--- src/logic/rsc_pkg.sv ---
`default_nettype none

package rsc_pkg;
	localparam logic [3:0]  OFF_CMD        = 4'h0;
	localparam logic [3:0]  OFF_STATUS     = 4'h4;
	localparam logic [3:0]  OFF_CONFIG     = 4'h8;
	localparam logic [7:0]  RST_KEY        = 8'hA5;
	localparam int          KEY_LSB        = 24;
	localparam int          CMD_CPU_BIT    = 0;
	localparam int          CMD_PER_BIT    = 2;
	localparam int          CMD_PIN_BIT    = 3;
	localparam int          ST_FALL_BIT    = 0;
	localparam int          ST_CAUSE_LSB   = 8;
	localparam int          ST_LEVEL_BIT   = 16;
	localparam int          ST_BUSY_BIT    = 17;
	localparam int          CFG_EXP_LSB    = 8;
	localparam logic [1:0]  STARTUP_TICKS  = 2'h3;
	localparam logic [1:0]  SYNC_TICKS     = 2'h2;
	localparam logic [2:0]  CAUSE_GENERAL  = 3'h0;
	localparam logic [2:0]  CAUSE_WAKE     = 3'h1;
	localparam logic [2:0]  CAUSE_WDOG     = 3'h2;
	localparam logic [2:0]  CAUSE_SOFT     = 3'h3;
	localparam logic [2:0]  CAUSE_USER     = 3'h4;
	localparam logic        FALL_RESET     = 1'h0;
	localparam logic        FALL_MAIN_PWR  = 1'h1;

	typedef enum logic [2:0] {
		ST_IDLE,
		ST_WAKE_HOLD,
		ST_WAKE_START,
		ST_USER_LOW,
		ST_USER_SYNC,
		ST_USER_START,
		ST_WDOG,
		ST_SOFT
	} rsc_state_type;
endpackage

`default_nettype wire

--- src/logic/rsc_pin_if.sv ---
`timescale 1ns/10ps
`default_nettype none

interface rsc_pin_if #(
	parameter int EXP_W = 4
);
	logic             start;
	logic [EXP_W-1:0] exponent;
	logic             busy;

	modport ctrl (output start, output exponent, input busy);
	modport shaper (input start, input exponent, output busy);
endinterface

`default_nettype wire

--- src/logic/rsc_pin_shaper.sv ---
`timescale 1ns/10ps
`default_nettype none

module rsc_pin_shaper
	import rsc_pkg::*;
#(
	parameter int EXP_W = 4
) (
	input  wire logic  sys_clk,
	input  wire logic  nrst,
	input  wire logic  clkEn,
	input  wire logic  slowTick,
	rsc_pin_if.shaper  port
);
	localparam int CNT_W = (1 << EXP_W) + 2;

	logic [CNT_W-1:0] remain;

	assign port.busy = remain != '0;

	// A new start reloads the full length, so overlapping requests
	// at an unchanged exponent never shorten a pulse already on the pin
	always_ff @(posedge sys_clk or negedge nrst) begin
		if (!nrst) begin
			remain <= '0;
		end else if (clkEn) begin
			if (port.start) begin
				// Widened first so the largest exponent cannot wrap to zero
				remain <= CNT_W'(1) << ({1'b0, port.exponent}
					+ (EXP_W+1)'(1));
			end else if (slowTick && port.busy) begin
				remain <= remain - CNT_W'(1);
			end
		end
	end

	property p_load;
		@(posedge sys_clk) disable iff (!nrst)
		clkEn && port.start |=> port.busy;
	endproperty
	a_load: assert property (p_load) else $error("pulse not started");
endmodule // rsc_pin_shaper

`default_nettype wire

--- src/logic/rsc_reset_ctrl.sv ---
`timescale 1ns/10ps
`default_nettype none

module rsc_reset_ctrl
	import rsc_pkg::*;
#(
	parameter int EXP_W = 4
) (
	input  wire logic        sys_clk,
	input  wire logic        nrst,
	input  wire logic        clkEn,
	input  wire logic        slowTick,
	input  wire logic        mainPorActive,
	input  wire logic        wdFault,
	input  wire logic        wdCpuOnly,
	input  wire logic        wdResetEnable,
	input  wire logic        pinIn,
	output logic             pinOut,
	output logic             pinDriveEnN,
	output logic             procNrst,
	output logic             periphNrst,
	output logic             cpuClkEn,
	input  wire logic        psel,
	input  wire logic        penable,
	input  wire logic        pwrite,
	input  wire logic [3:0]  paddr,
	input  wire logic [31:0] pwdata,
	output logic [31:0]      prdata
);
	generate
		if (EXP_W < 1 || EXP_W > 5) begin : g_bad_width
			$error("EXP_W must be 1 to 5");
		end
	endgenerate

	rsc_state_type    state;
	rsc_state_type    next_state;
	logic [1:0]       tickCnt;
	logic [1:0]       tickLimit;
	logic [2:0]       lastCause;
	logic [EXP_W-1:0] pulseExp;
	logic             pinLevel;
	logic             pinFallSeen;
	logic             ownDrive;
	logic             wdPartial;
	logic             cmdCpu;
	logic             cmdPer;
	logic             wrAccess;
	logic             rdSetup;
	logic             rdAccess;
	logic             keyOk;
	logic             cmdAny;
	logic             cmdTake;
	logic             userReq;
	logic             wdReq;
	logic             tickDone;
	logic             entering;
	logic             ownStart;
	logic             pinHold;
	logic             next_wdPartial;
	logic             next_cmdCpu;
	logic             next_cmdPer;
	logic             next_procNrst;
	logic             next_periphNrst;
	logic             next_cpuClkEn;
	logic [31:0]      statusWord;
	logic [31:0]      readWord;

	rsc_pin_if #(.EXP_W(EXP_W)) pinIf ();

	rsc_pin_shaper #(.EXP_W(EXP_W)) u_shaper (
		.sys_clk  (sys_clk),
		.nrst     (nrst),
		.clkEn    (clkEn),
		.slowTick (slowTick),
		.port     (pinIf.shaper)
	);

	assign wrAccess = psel & penable & pwrite;
	assign rdSetup  = psel & ~penable & ~pwrite;
	assign rdAccess = psel & penable & ~pwrite;
	assign keyOk    = pwdata[KEY_LSB +: 8] == RST_KEY;
	assign cmdAny   = pwdata[CMD_CPU_BIT] | pwdata[CMD_PER_BIT]
		| pwdata[CMD_PIN_BIT];
	// Only an idle manager takes a command: busy, watchdog and
	// user states all refuse it
	assign cmdTake  = wrAccess && paddr == OFF_CMD && keyOk && cmdAny
		&& state == ST_IDLE;
	// A low pin that this block itself caused is not a user reset
	assign userReq  = ~pinIn & ~ownDrive;
	assign wdReq    = wdFault & wdResetEnable;

	assign tickLimit = (state == ST_USER_SYNC) ? SYNC_TICKS : STARTUP_TICKS;
	assign tickDone  = slowTick && tickCnt == tickLimit - 2'h1;

	always_comb begin
		next_state = state;
		if (mainPorActive) begin
			next_state = ST_WAKE_HOLD;
		end else begin
			unique case (state)
				ST_IDLE: begin
					if (userReq) begin
						next_state = ST_USER_LOW;
					end else if (wdReq) begin
						next_state = ST_WDOG;
					end else if (cmdTake) begin
						next_state = ST_SOFT;
					end
				end
				ST_WAKE_HOLD: begin
					if (slowTick) begin
						next_state = ST_WAKE_START;
					end
				end
				ST_WAKE_START: begin
					if (tickDone) begin
						next_state = ST_IDLE;
					end
				end
				ST_USER_LOW: begin
					if (pinIn) begin
						next_state = ST_USER_SYNC;
					end
				end
				ST_USER_SYNC: begin
					if (!pinIn) begin
						next_state = ST_USER_LOW;
					end else if (tickDone) begin
						next_state = ST_USER_START;
					end
				end
				ST_USER_START: begin
					if (userReq) begin
						next_state = ST_USER_LOW;
					end else if (tickDone) begin
						next_state = ST_IDLE;
					end
				end
				ST_WDOG: begin
					if (tickDone) begin
						next_state = ST_IDLE;
					end
				end
				ST_SOFT: begin
					if (wdReq) begin
						next_state = ST_WDOG;
					end else if (tickDone) begin
						next_state = ST_IDLE;
					end
				end
			endcase
		end
	end

	assign entering = next_state != state;
	assign pinHold  = next_state == ST_WAKE_HOLD
		|| next_state == ST_WAKE_START;

	assign next_wdPartial = (state == ST_WDOG) ? wdPartial : wdCpuOnly;
	assign next_cmdCpu = (state == ST_SOFT) ? cmdCpu : pwdata[CMD_CPU_BIT];
	assign next_cmdPer = (state == ST_SOFT) ? cmdPer : pwdata[CMD_PER_BIT];

	// Pulses that this block starts on its own behalf
	assign ownStart = entering && ((next_state == ST_SOFT
		&& pwdata[CMD_PIN_BIT]) || (next_state == ST_WDOG
		&& !wdCpuOnly));

	// User entry also starts a pulse so the pin is low for the
	// full length; the user state then lasts until the pin rises
	assign pinIf.start = ownStart || (state == ST_WAKE_START
		&& next_state == ST_IDLE) || (entering
		&& next_state == ST_USER_LOW && state != ST_USER_SYNC);
	assign pinIf.exponent = pulseExp;

	always_comb begin
		next_procNrst   = 1'b1;
		next_periphNrst = 1'b1;
		next_cpuClkEn   = 1'b1;
		unique case (next_state)
			ST_IDLE: begin
			end
			ST_WAKE_HOLD, ST_USER_LOW, ST_USER_SYNC: begin
				next_procNrst   = 1'b0;
				next_periphNrst = 1'b0;
				next_cpuClkEn   = 1'b0;
			end
			ST_WAKE_START, ST_USER_START: begin
				next_procNrst   = 1'b0;
				next_periphNrst = 1'b0;
			end
			ST_WDOG: begin
				next_procNrst   = 1'b0;
				next_periphNrst = next_wdPartial;
			end
			ST_SOFT: begin
				next_procNrst   = ~next_cmdCpu;
				next_periphNrst = ~next_cmdPer;
			end
		endcase
	end

	always_ff @(posedge sys_clk or negedge nrst) begin
		if (!nrst) begin
			state <= ST_IDLE;
		end else if (clkEn) begin
			state <= next_state;
		end
	end

	always_ff @(posedge sys_clk or negedge nrst) begin
		if (!nrst) begin
			tickCnt <= 2'h0;
		end else if (clkEn) begin
			if (entering) begin
				tickCnt <= 2'h0;
			end else if (slowTick) begin
				tickCnt <= tickCnt + 2'h1;
			end
		end
	end

	always_ff @(posedge sys_clk or negedge nrst) begin
		if (!nrst) begin
			wdPartial <= 1'b0;
			cmdCpu    <= 1'b0;
			cmdPer    <= 1'b0;
		end else if (clkEn) begin
			wdPartial <= next_wdPartial;
			cmdCpu    <= next_cmdCpu;
			cmdPer    <= next_cmdPer;
		end
	end

	// Held until the pin is seen high again after our pulse, since
	// the line rises slowly once released
	always_ff @(posedge sys_clk or negedge nrst) begin
		if (!nrst) begin
			ownDrive <= 1'b1; // Pin is driven low while in reset
		end else if (clkEn) begin
			if (ownStart || pinHold) begin
				ownDrive <= 1'b1;
			end else if (!pinIf.busy && pinIn) begin
				ownDrive <= 1'b0;
			end
		end
	end

	always_ff @(posedge sys_clk or negedge nrst) begin
		if (!nrst) begin
			procNrst    <= 1'b0;
			periphNrst  <= 1'b0;
			cpuClkEn    <= 1'b0;
			pinDriveEnN <= 1'b0;
			pinOut      <= 1'b0;
		end else if (clkEn) begin
			procNrst    <= next_procNrst;
			periphNrst  <= next_periphNrst;
			cpuClkEn    <= next_cpuClkEn;
			// Start is included so the wake hold runs into the pulse
			// with no released cycle between them
			pinDriveEnN <= ~(pinIf.busy | pinIf.start | pinHold);
			pinOut      <= 1'b0;
		end
	end

	always_ff @(posedge sys_clk or negedge nrst) begin
		if (!nrst) begin
			lastCause <= CAUSE_GENERAL;
		end else if (clkEn && next_state == ST_IDLE) begin
			unique case (state)
				ST_WAKE_START: lastCause <= CAUSE_WAKE;
				ST_USER_START: lastCause <= CAUSE_USER;
				ST_WDOG:       lastCause <= CAUSE_WDOG;
				ST_SOFT: begin
					if (cmdCpu) begin
						lastCause <= CAUSE_SOFT;
					end
				end
				default: begin
				end
			endcase
		end
	end

	always_ff @(posedge sys_clk or negedge nrst) begin
		if (!nrst) begin
			pinLevel <= 1'b0;
		end else if (clkEn) begin
			pinLevel <= pinIn;
		end
	end

	// A fall in the same cycle as the clearing read still sets
	always_ff @(posedge sys_clk or negedge nrst) begin
		if (!nrst) begin
			pinFallSeen <= FALL_RESET;
		end else if (clkEn) begin
			if (mainPorActive) begin
				pinFallSeen <= FALL_MAIN_PWR;
			end else if (pinLevel && !pinIn) begin
				pinFallSeen <= 1'b1;
			end else if (rdAccess && paddr == OFF_STATUS) begin
				pinFallSeen <= 1'b0;
			end
		end
	end

	always_ff @(posedge sys_clk or negedge nrst) begin
		if (!nrst) begin
			pulseExp <= '0;
		end else if (clkEn && wrAccess && paddr == OFF_CONFIG && keyOk) begin
			pulseExp <= pwdata[CFG_EXP_LSB +: EXP_W];
		end
	end

	always_comb begin
		statusWord = 32'h0000_0000;
		statusWord[ST_FALL_BIT] = pinFallSeen;
		statusWord[ST_CAUSE_LSB +: 3] = lastCause;
		statusWord[ST_LEVEL_BIT] = pinLevel;
		statusWord[ST_BUSY_BIT] = state == ST_SOFT;
		readWord = 32'h0000_0000;
		if (paddr == OFF_STATUS) begin
			readWord = statusWord;
		end else if (paddr == OFF_CONFIG) begin
			readWord[CFG_EXP_LSB +: EXP_W] = pulseExp;
		end
	end

	// Read data is captured in the setup phase so it leaves a flop
	always_ff @(posedge sys_clk or negedge nrst) begin
		if (!nrst) begin
			prdata <= 32'h0000_0000;
		end else if (clkEn && rdSetup) begin
			prdata <= readWord;
		end
	end

	property p_main_hold;
		@(posedge sys_clk) disable iff (!nrst)
		clkEn && mainPorActive |=> !procNrst && !periphNrst && !cpuClkEn;
	endproperty
	a_main_hold: assert property (p_main_hold) else $error("main hold");

	property p_main_prio;
		@(posedge sys_clk) disable iff (!nrst)
		clkEn && mainPorActive |=> state == ST_WAKE_HOLD;
	endproperty
	a_main_prio: assert property (p_main_prio) else $error("prio");

	property p_wake_cause;
		@(posedge sys_clk) disable iff (!nrst)
		clkEn && state == ST_WAKE_START && next_state == ST_IDLE
		|=> lastCause == CAUSE_WAKE && procNrst && !pinDriveEnN;
	endproperty
	a_wake_cause: assert property (p_wake_cause) else $error("wake");

	property p_user_entry;
		@(posedge sys_clk) disable iff (!nrst)
		clkEn && state == ST_IDLE && !mainPorActive && !pinIn && !ownDrive
		|=> !procNrst && !periphNrst;
	endproperty
	a_user_entry: assert property (p_user_entry) else $error("user");

	property p_user_cause;
		@(posedge sys_clk) disable iff (!nrst)
		clkEn && state == ST_USER_START && next_state == ST_IDLE
		|=> lastCause == CAUSE_USER;
	endproperty
	a_user_cause: assert property (p_user_cause) else $error("cause");

	property p_bad_key;
		@(posedge sys_clk) disable iff (!nrst)
		clkEn && state == ST_IDLE && wrAccess && paddr == OFF_CMD
		&& !keyOk |=> state != ST_SOFT;
	endproperty
	a_bad_key: assert property (p_bad_key) else $error("key");

	property p_soft_take;
		@(posedge sys_clk) disable iff (!nrst)
		clkEn && cmdTake && !mainPorActive && !userReq && !wdReq
		|=> state == ST_SOFT && procNrst == !$past(pwdata[CMD_CPU_BIT]);
	endproperty
	a_soft_take: assert property (p_soft_take) else $error("soft");

	property p_wd_off;
		@(posedge sys_clk) disable iff (!nrst)
		clkEn && state == ST_IDLE && !wdResetEnable && !cmdTake
		&& !userReq && !mainPorActive |=> state == ST_IDLE;
	endproperty
	a_wd_off: assert property (p_wd_off) else $error("wd off");

	property p_wd_partial;
		@(posedge sys_clk) disable iff (!nrst)
		state == ST_WDOG && wdPartial |-> periphNrst && !procNrst;
	endproperty
	a_wd_partial: assert property (p_wd_partial) else $error("wd");

	property p_fall;
		@(posedge sys_clk) disable iff (!nrst)
		clkEn && pinLevel && !pinIn |=> pinFallSeen;
	endproperty
	a_fall: assert property (p_fall) else $error("fall");
endmodule // rsc_reset_ctrl

`default_nettype wire

--- config.mk ---
export PLATFORM = sky130hd
export DESIGN_NAME = rsc_reset_ctrl
export DESIGN_NICKNAME = d
export VERILOG_FILES = /design/src/logic/rsc_pkg.sv /design/src/logic/rsc_pin_if.sv /design/src/logic/rsc_pin_shaper.sv /design/src/logic/rsc_reset_ctrl.sv
export SDC_FILE = /design/constraint.sdc
export NUM_CORES = 1
export LEC_CHECK = 0
export BUFFER_PORTS_ARGS = -buffer_cell sky130_fd_sc_hd__buf_4
export CORE_MARGIN = 2
export CORE_UTILIZATION = 45
export DETAILED_ROUTE_END_ITERATION = 8
export PLACE_DENSITY = 0.76
export SLEW_MARGIN = 20
export SYNTH_ARGS = -nofsm -noshare
export SYNTH_HDL_FRONTEND = slang
export SYNTH_HIERARCHICAL = 1
export SYNTH_SLANG_ARGS = --single-unit
export TNS_END_PERCENT = 30
--- constraint.sdc ---
create_clock -name sys_clk -period 5.41 [get_ports sys_clk]
set_input_delay 0.2705 -clock sys_clk [delete_from_list [all_inputs] [get_ports sys_clk]]
set_output_delay 0.2705 -clock sys_clk [all_outputs]
set_load 0.05 [all_outputs]
Word-level counts from Yosys, hierarchy flattened
Cells that the tools add are included.

word-level totals
  flip-flop bits (word level) = 72
  bits of input ports = 48
  output and inout bits = 37
  word-level logic and storage cells = 140

operators by class
  add/subtract/negate cells = 4
  eq/ne operators = 21
  shifts and indexed selects = 1
  mux-type cells = 34
  bitwise logic cells = 18
  reduce and logical (&&, ||, !) cells = 46

operators by type and width
  kind                                                                  number
  18-bit two-way mux                                                    2
  3-bit two-way mux                                                     12
  3-bit == test, second input constant                                  8
  3-bit one-hot mux with 7 select lines                                 1
  1-bit logical AND                                                     20
  18-bit nonzero test                                                   1
  1-bit by 5-bit << shifter with 18-bit output, first input constant    1
  18-bit by 1-bit subtractor with 18-bit output, second input constant  1
  3-bit by 2-bit == test with 1-bit output, second input constant       4
  3-bit one-hot mux with 4 select lines                                 1
  1-bit two-way mux                                                     11
  8-bit == test, second input constant                                  1
  4-bit two-way mux                                                     2
  2-bit AND reduction                                                   4
  1-bit bitwise AND                                                     7
  1-bit NOT                                                             7
  3-bit by 1-bit == test with 1-bit output, second input constant       2
  3-bit logical NOT                                                     2
  6-bit two-way mux                                                     1
  2-bit nonzero test                                                    3
  6-bit OR reduction                                                    1
  4-bit by 1-bit adder with 5-bit output, second input constant         1
  1-bit logical OR                                                      5
  5-bit OR reduction                                                    1
  other kinds (19)                                                      25

Longest topological paths before layout
  depth after elaboration = 20
  gate-level depth with buffers = 18

Hierarchy
The synthesis kept the hierarchy.

by module, submodules not included
  module          times used  cells an instance  area an instance (um^2)
  rsc_reset_ctrl  1           236                2120.8
  rsc_pin_shaper  1           183                1428.9

Worst setup path after synthesis
No wires, ideal clock.

  path type = flip-flop to flip-flop
  from = register state[0]
  to = register u_shaper.remain[10]
  library setup time = 140 ps
  data arrival time = 3399 ps
  data required time = 5270 ps
  slack = 1871 ps
  stages on the path, launching flop included = 16
  path buffers = 4
  clock period less this slack = 3539 ps
  path through = dfrtp_1 buf_6 or3_4 nor4b_4 a21oi_1 a21oi_1 ha_1 a22oi_1 o21ai_2 and2_1 clkbuf_1 clkbuf_1 clkbuf_1 a21oi_1 o21ai_0 o311ai_2

between the ends
  word-level cells in the longest chain between the ends = 17
  elaborated cells on any way between the ends = 44
  those cells by class = add/sub: 1; eq/ne: 13; mux: 14; reduce/logical: 16

ends and longest elaborated chain
  what                                         line                                                                 source
  from (decl)                                  rsc_reset_ctrl.sv:36                                                 rsc_state_type state;
  from (signal assigned)                       rsc_reset_ctrl.sv:207                                                state <= next_state;
  3-bit == test                                rsc_reset_ctrl.sv:93, rsc_reset_ctrl.sv:101
  1-bit two-way mux                            rsc_reset_ctrl.sv:93                                                 assign tickLimit = (state == ST_USER_SYNC) ? SYNC_TICKS : STARTUP_TICKS;
  2-bit by 1-bit subtractor with 2-bit output  rsc_reset_ctrl.sv:94                                                 assign tickDone = slowTick && tickCnt == tickLimit - 2'h1;
  2-bit == test                                rsc_reset_ctrl.sv:94
  1-bit logical AND                            rsc_reset_ctrl.sv:94
  3-bit two-way mux, on equally long branches  n/a
  3-bit two-way mux, on equally long branches  rsc_reset_ctrl.sv:146, rsc_reset_ctrl.sv:127, rsc_reset_ctrl.sv:134
  3-bit one-hot mux with 7 select lines *      rsc_reset_ctrl.sv:101                                                unique case (state)
  [... 1 more ...]                             n/a
  via next_state[1]                            rsc_reset_ctrl.sv:37                                                 rsc_state_type next_state;
  [... 1 more ...]                             n/a
  1-bit logical AND, on equally long branches  rsc_reset_ctrl.sv:166, rsc_reset_ctrl.sv:167
  1-bit logical OR                             rsc_reset_ctrl.sv:166                                                && pwdata[CMD_PIN_BIT]) || (next_state == ST_WDOG
  1-bit logical AND                            rsc_reset_ctrl.sv:165                                                assign ownStart = entering && ((next_state == ST_SOFT
  1-bit logical OR                             rsc_reset_ctrl.sv:171                                                assign pinIf.start = ownStart || (state == ST_WAKE_START
  1-bit logical OR *                           rsc_reset_ctrl.sv:172                                                && next_state == ST_IDLE) || (entering
  via pinIf.start                              rsc_pin_if.sv:7                                                      logic start;
  2-bit nonzero test (no source line)          n/a
  2-bit AND reduction (no source line)         n/a
  to (signal assigned)                         rsc_pin_shaper.sv:29                                                 remain <= CNT_W'(1) << ({1'b0, port.exponent}
  to (signal assigned)                         rsc_pin_shaper.sv:32                                                 remain <= remain - CNT_W'(1);
  to (decl)                                    rsc_pin_shaper.sv:17                                                 logic [CNT_W-1:0] remain;

Mark *: on every way through the listed nets, which the timed path passes. The rest lies on a longest branch.
A chain may end at the register's enable or synchronous reset.

Final worst setup path
  from = register state[0]
  to = register u_shaper.remain[13]

The elaborated chain is that of the path after synthesis.

==> summary.txt <==
Yosys
  • Post-synthesis instance area: ~3500 um^2
  • Post-synth cell types: 75
  • Mean cell area of the mapped netlist: 8.472 um^2
  • Main synth FF type: dfrtp_1
  • EDFF count, synth: 0
  • Seq/Total Area, Yosys: about 33%
  • Async S/R FF share, synth: 100.0%
  • Post-Synthesis Cells: approximately 420
  • Synthesis-stage register bit count: between 40 and 50
  • Warning count from the yosys run: 6

STA
  • Hold slack: around 0.19 ns
  • Slew Viols, Final: 0
  • Unrepaired setup endpoints after global routing: false
  • Pin slew with the least headroom to its limit: 0.9273 ns
  • Final worst setup slack: 1.077 ns
  • Endpoints failing setup: 0
  • Slew headroom: a little under two fifths
  • Final Skew: between 0.01 and 0.015 ns
  • Final setup TNS: 0 ns
  • Fmax: ~230 MHz
  • Final hold violations: 0
  • Final worst-path cycle share: approximately four fifths
  • Min Tclk post-route: 4.333 ns

Worst setup path
  • Max incr delay on CP: approximately 0.62 ns
  • Delay-heaviest family, CP: compound AO/OA/AOI/OAI gates
  • Buf/Inv on CP: 1
  • WP data required: 5.66 ns
  • Worst Setup End Kind: flop
  • Crit-path cells: or3_4 > nor4b_4 > a21oi_1 > a21oi_1 > ha_1 > a22oi_1 > o21ai_2 > and2_1 > inv_1 > nand4_1 > o21a_1 > o21ai_0 > o2bb2a_1
  • CP arrival: about 4.6 ns
  • CP Class: flop to flop
  • Crit-path slowest cell: dfrtp_1
  • Max FO, Critical Path: 18
  • Crit-path most repeated cell: a21oi_1
  • Critical path launch point type: flop

Routing
  • Vias post-DR: about 3,200
  • First drt pass iteration count: 5
  • Iter 0 DRT Violations: roughly 240
  • # DRC: 0
  • Via-to-Cell Ratio: 5.799
  • ANT nets after route: 0
  • Average wire per standard cell: approximately 16 um
  • Final wirelength: ~8600 um

Die
  • IO Pins: 85
  • Rows: 32
  • Die X: 92.82 um
  • Die height: between 90 and 100 um
  • Core ar.: 7687 um^2
  • Die area: about 8600 um^2
  • Initial Util: a little under half

Layout
  • Most frequent cells in the layout: dfrtp_1 (46), buf_4 (42), nand2_1 (39)
  • Antenna cells: 0
  • Fin cells: between 500 and 600
  • Post-Layout Inst Area: 3926 um^2
  • Layout cells sized above 1: ~18%
  • Area Overhead vs Synth: 10.61%
  • Commonest non-fill, non-tap cell in the layout: dfrtp_1
  • Nets@finish: a little over 500

Clocking
  • CTS tree: built
  • Clock buffer count from CTS: 5
  • Clock Sinks: 47
  • Clock root buffer: clkbuf_8
  • Clk_lat worst skew: about 0.31 ns
  • # H-tree levels: 2
  • Clock buffer depth: 2
  • Setup bufs post-CTS: 0
  • Clock slew at reported path FFs: ~0.10 ns
  • CTS Hold Bufs: 1
  • CTS resizes: 0

Pwr
  • PwrDens: between 400 and 500 nW/um^2
  • Sequential power share: a little over a third
  • Switching Fraction: around 45%
  • Clk pwr share: 16.5%
  • Power Internal: 886.1 uW
  • Gate power share: roughly half
  • NetSw: about 730 uW
  • Leak: between 0.0015 and 0.002 uW
  • Worst vdd ir: ~0.22 mV

GRT
  • Initial antenna violation count: 0
  • GRT Overall Usage: between 20% and 30%
  • Largest net degree at the start of global routing: 48
  • First-pass GRT wire length: about 14,000 um
  • Gr ovfl total: 0
  • Vias in the first global route: about 3,000

Place
  • GPL Wtd Cong: between 0.8 and 0.9
  • Area of placed instances: 3800 um^2
  • Place WS: around 1.2 ns
  • Dpl cells: between 500 and 600
  • Post-DP HPWL: 6430 um
  • Port Buffer Count: between 40 and 50

Job
  • Max-cap violations: 0

Worst hold path
  • Hold crit path type: input port to flop

Outcome
  • Status: finished, final reports clean
[layer usage]
metal / track usage (%) / up-vias / part of all wire (%)
met5: 0 / - / 0
met4: 5.392 / 0 / 0.95
met3: 4.068 / 10 / 5.8
met2: 33.33 / 119 / 47
met1: 28.04 / 1533 / 46
li1: - / 1539 / -
[synthesized netlist by cell type, types with 6 or more instances]
cell	n	share of area, %
inv_1	23	2.4
a21oi_1	25	3.5
o21ai_0	23	3.2
nor2_1	32	3.4
and2_1	6	1.1
nand2b_1	6	1.1
a31oi_1	6	1.1
dfrtp_1	46	32
buf_4	26	5.5
ha_1	7	2.5
clkbuf_1	13	1.4
nor4_1	6	1.1
nand2_1	39	4.1
mux2i_1	7	2.0
nor3_1	13	1.8
nand3b_1	6	1.3
nand3_1	17	2.4
mux2_2	9	2.9
[per-stage QoR]
stage | total power [uW] | util [%]
floorplan | 1181 | -
global placement | 1321 | 49.43
detailed placement | 1344 | 49.43
CTS | 1622 | 51.07
global route | 1741 | 51.07
finish | 1617 | 51.07
[path summary, 6_finish.rpt]
kind | slack (ns) | cells after the start | to | from
max | 1.08 | 13 | u_shaper/remain[13] | state[0]
min | 0.19 | 2 | pinIf.exponent[1] | pwdata[9]
max reg2reg | 1.08 | 13 | u_shaper/remain[13] | state[0]
min reg2reg | 0.49 | 2 | prdata[11] | prdata[11]
max in group asynchronous | 4.50 | 2 | u_shaper/remain[9] | nrst
min in group asynchronous | 0.51 | 2 | u_shaper/remain[6] | nrst
[state kept, by name (all words and copies together) (netlist names)]
signal           count
u_shaper/remain     18
prdata               7
pinIf.exponent       4
lastCause            3
state                3
tickCnt              2
cmdCpu               1
cmdPer               1
cpuClkEn             1
ownDrive             1
periphNrst           1
pinDriveEnN          1
pinFallSeen          1
pinLevel             1
procNrst             1
wdPartial            1
[power by group through the flow]
stage	Sequential (uW)	Clock [uW]	Combinational, uW
after floorplan	578	0	603
after global placement	566	0	755
after detailed placement	571	0	773
after CTS	565	278	778
after global routing	586	289	866
final	568	267	782
[worst register-to-register path, cell delays in order, from the launching register on]
cell,delay [ns]
dfrtp_1,0.62
or3_4,0.50
nor4b_4,0.28
a21oi_1,0.14
a21oi_1,0.47
ha_1,0.37
a22oi_1,0.14
o21ai_2,0.17
and2_1,0.41
inv_1,0.17
nand4_1,0.12
o21a_1,0.47
o21ai_0,0.18
o2bb2a_1,0.26
[cell families (layout without fill, tap and decap cells)]
group | count (synthesis) | after routing | share of synthesized area, %
muxes | 16 | 16 | 4.829
and+or+nand+nor | 169 | 169 | 26.65
buffers and inverters | 68 | 74 | 10.50
DFF | 47 | 47 | 33.17
AOI/OAI and AO/OA | 109 | 109 | 21.78
xor gates and xnor gates | 2 | 2 | 0.4936
adders and majority gates | 7 | 7 | 2.467
other | 1 | 26 | 0.1056
[layout make-up]
class	count	area, um^2
clock buffers	5	68.82
clock inverters	3	47.55
fillers	734	3761
inverters	23	86.33
multi-input cells	329	2093
flip-flops and latches	47	1177
well taps	102	127.6
repair buffers	43	325.3
Power figures use the tool's default switching activity.
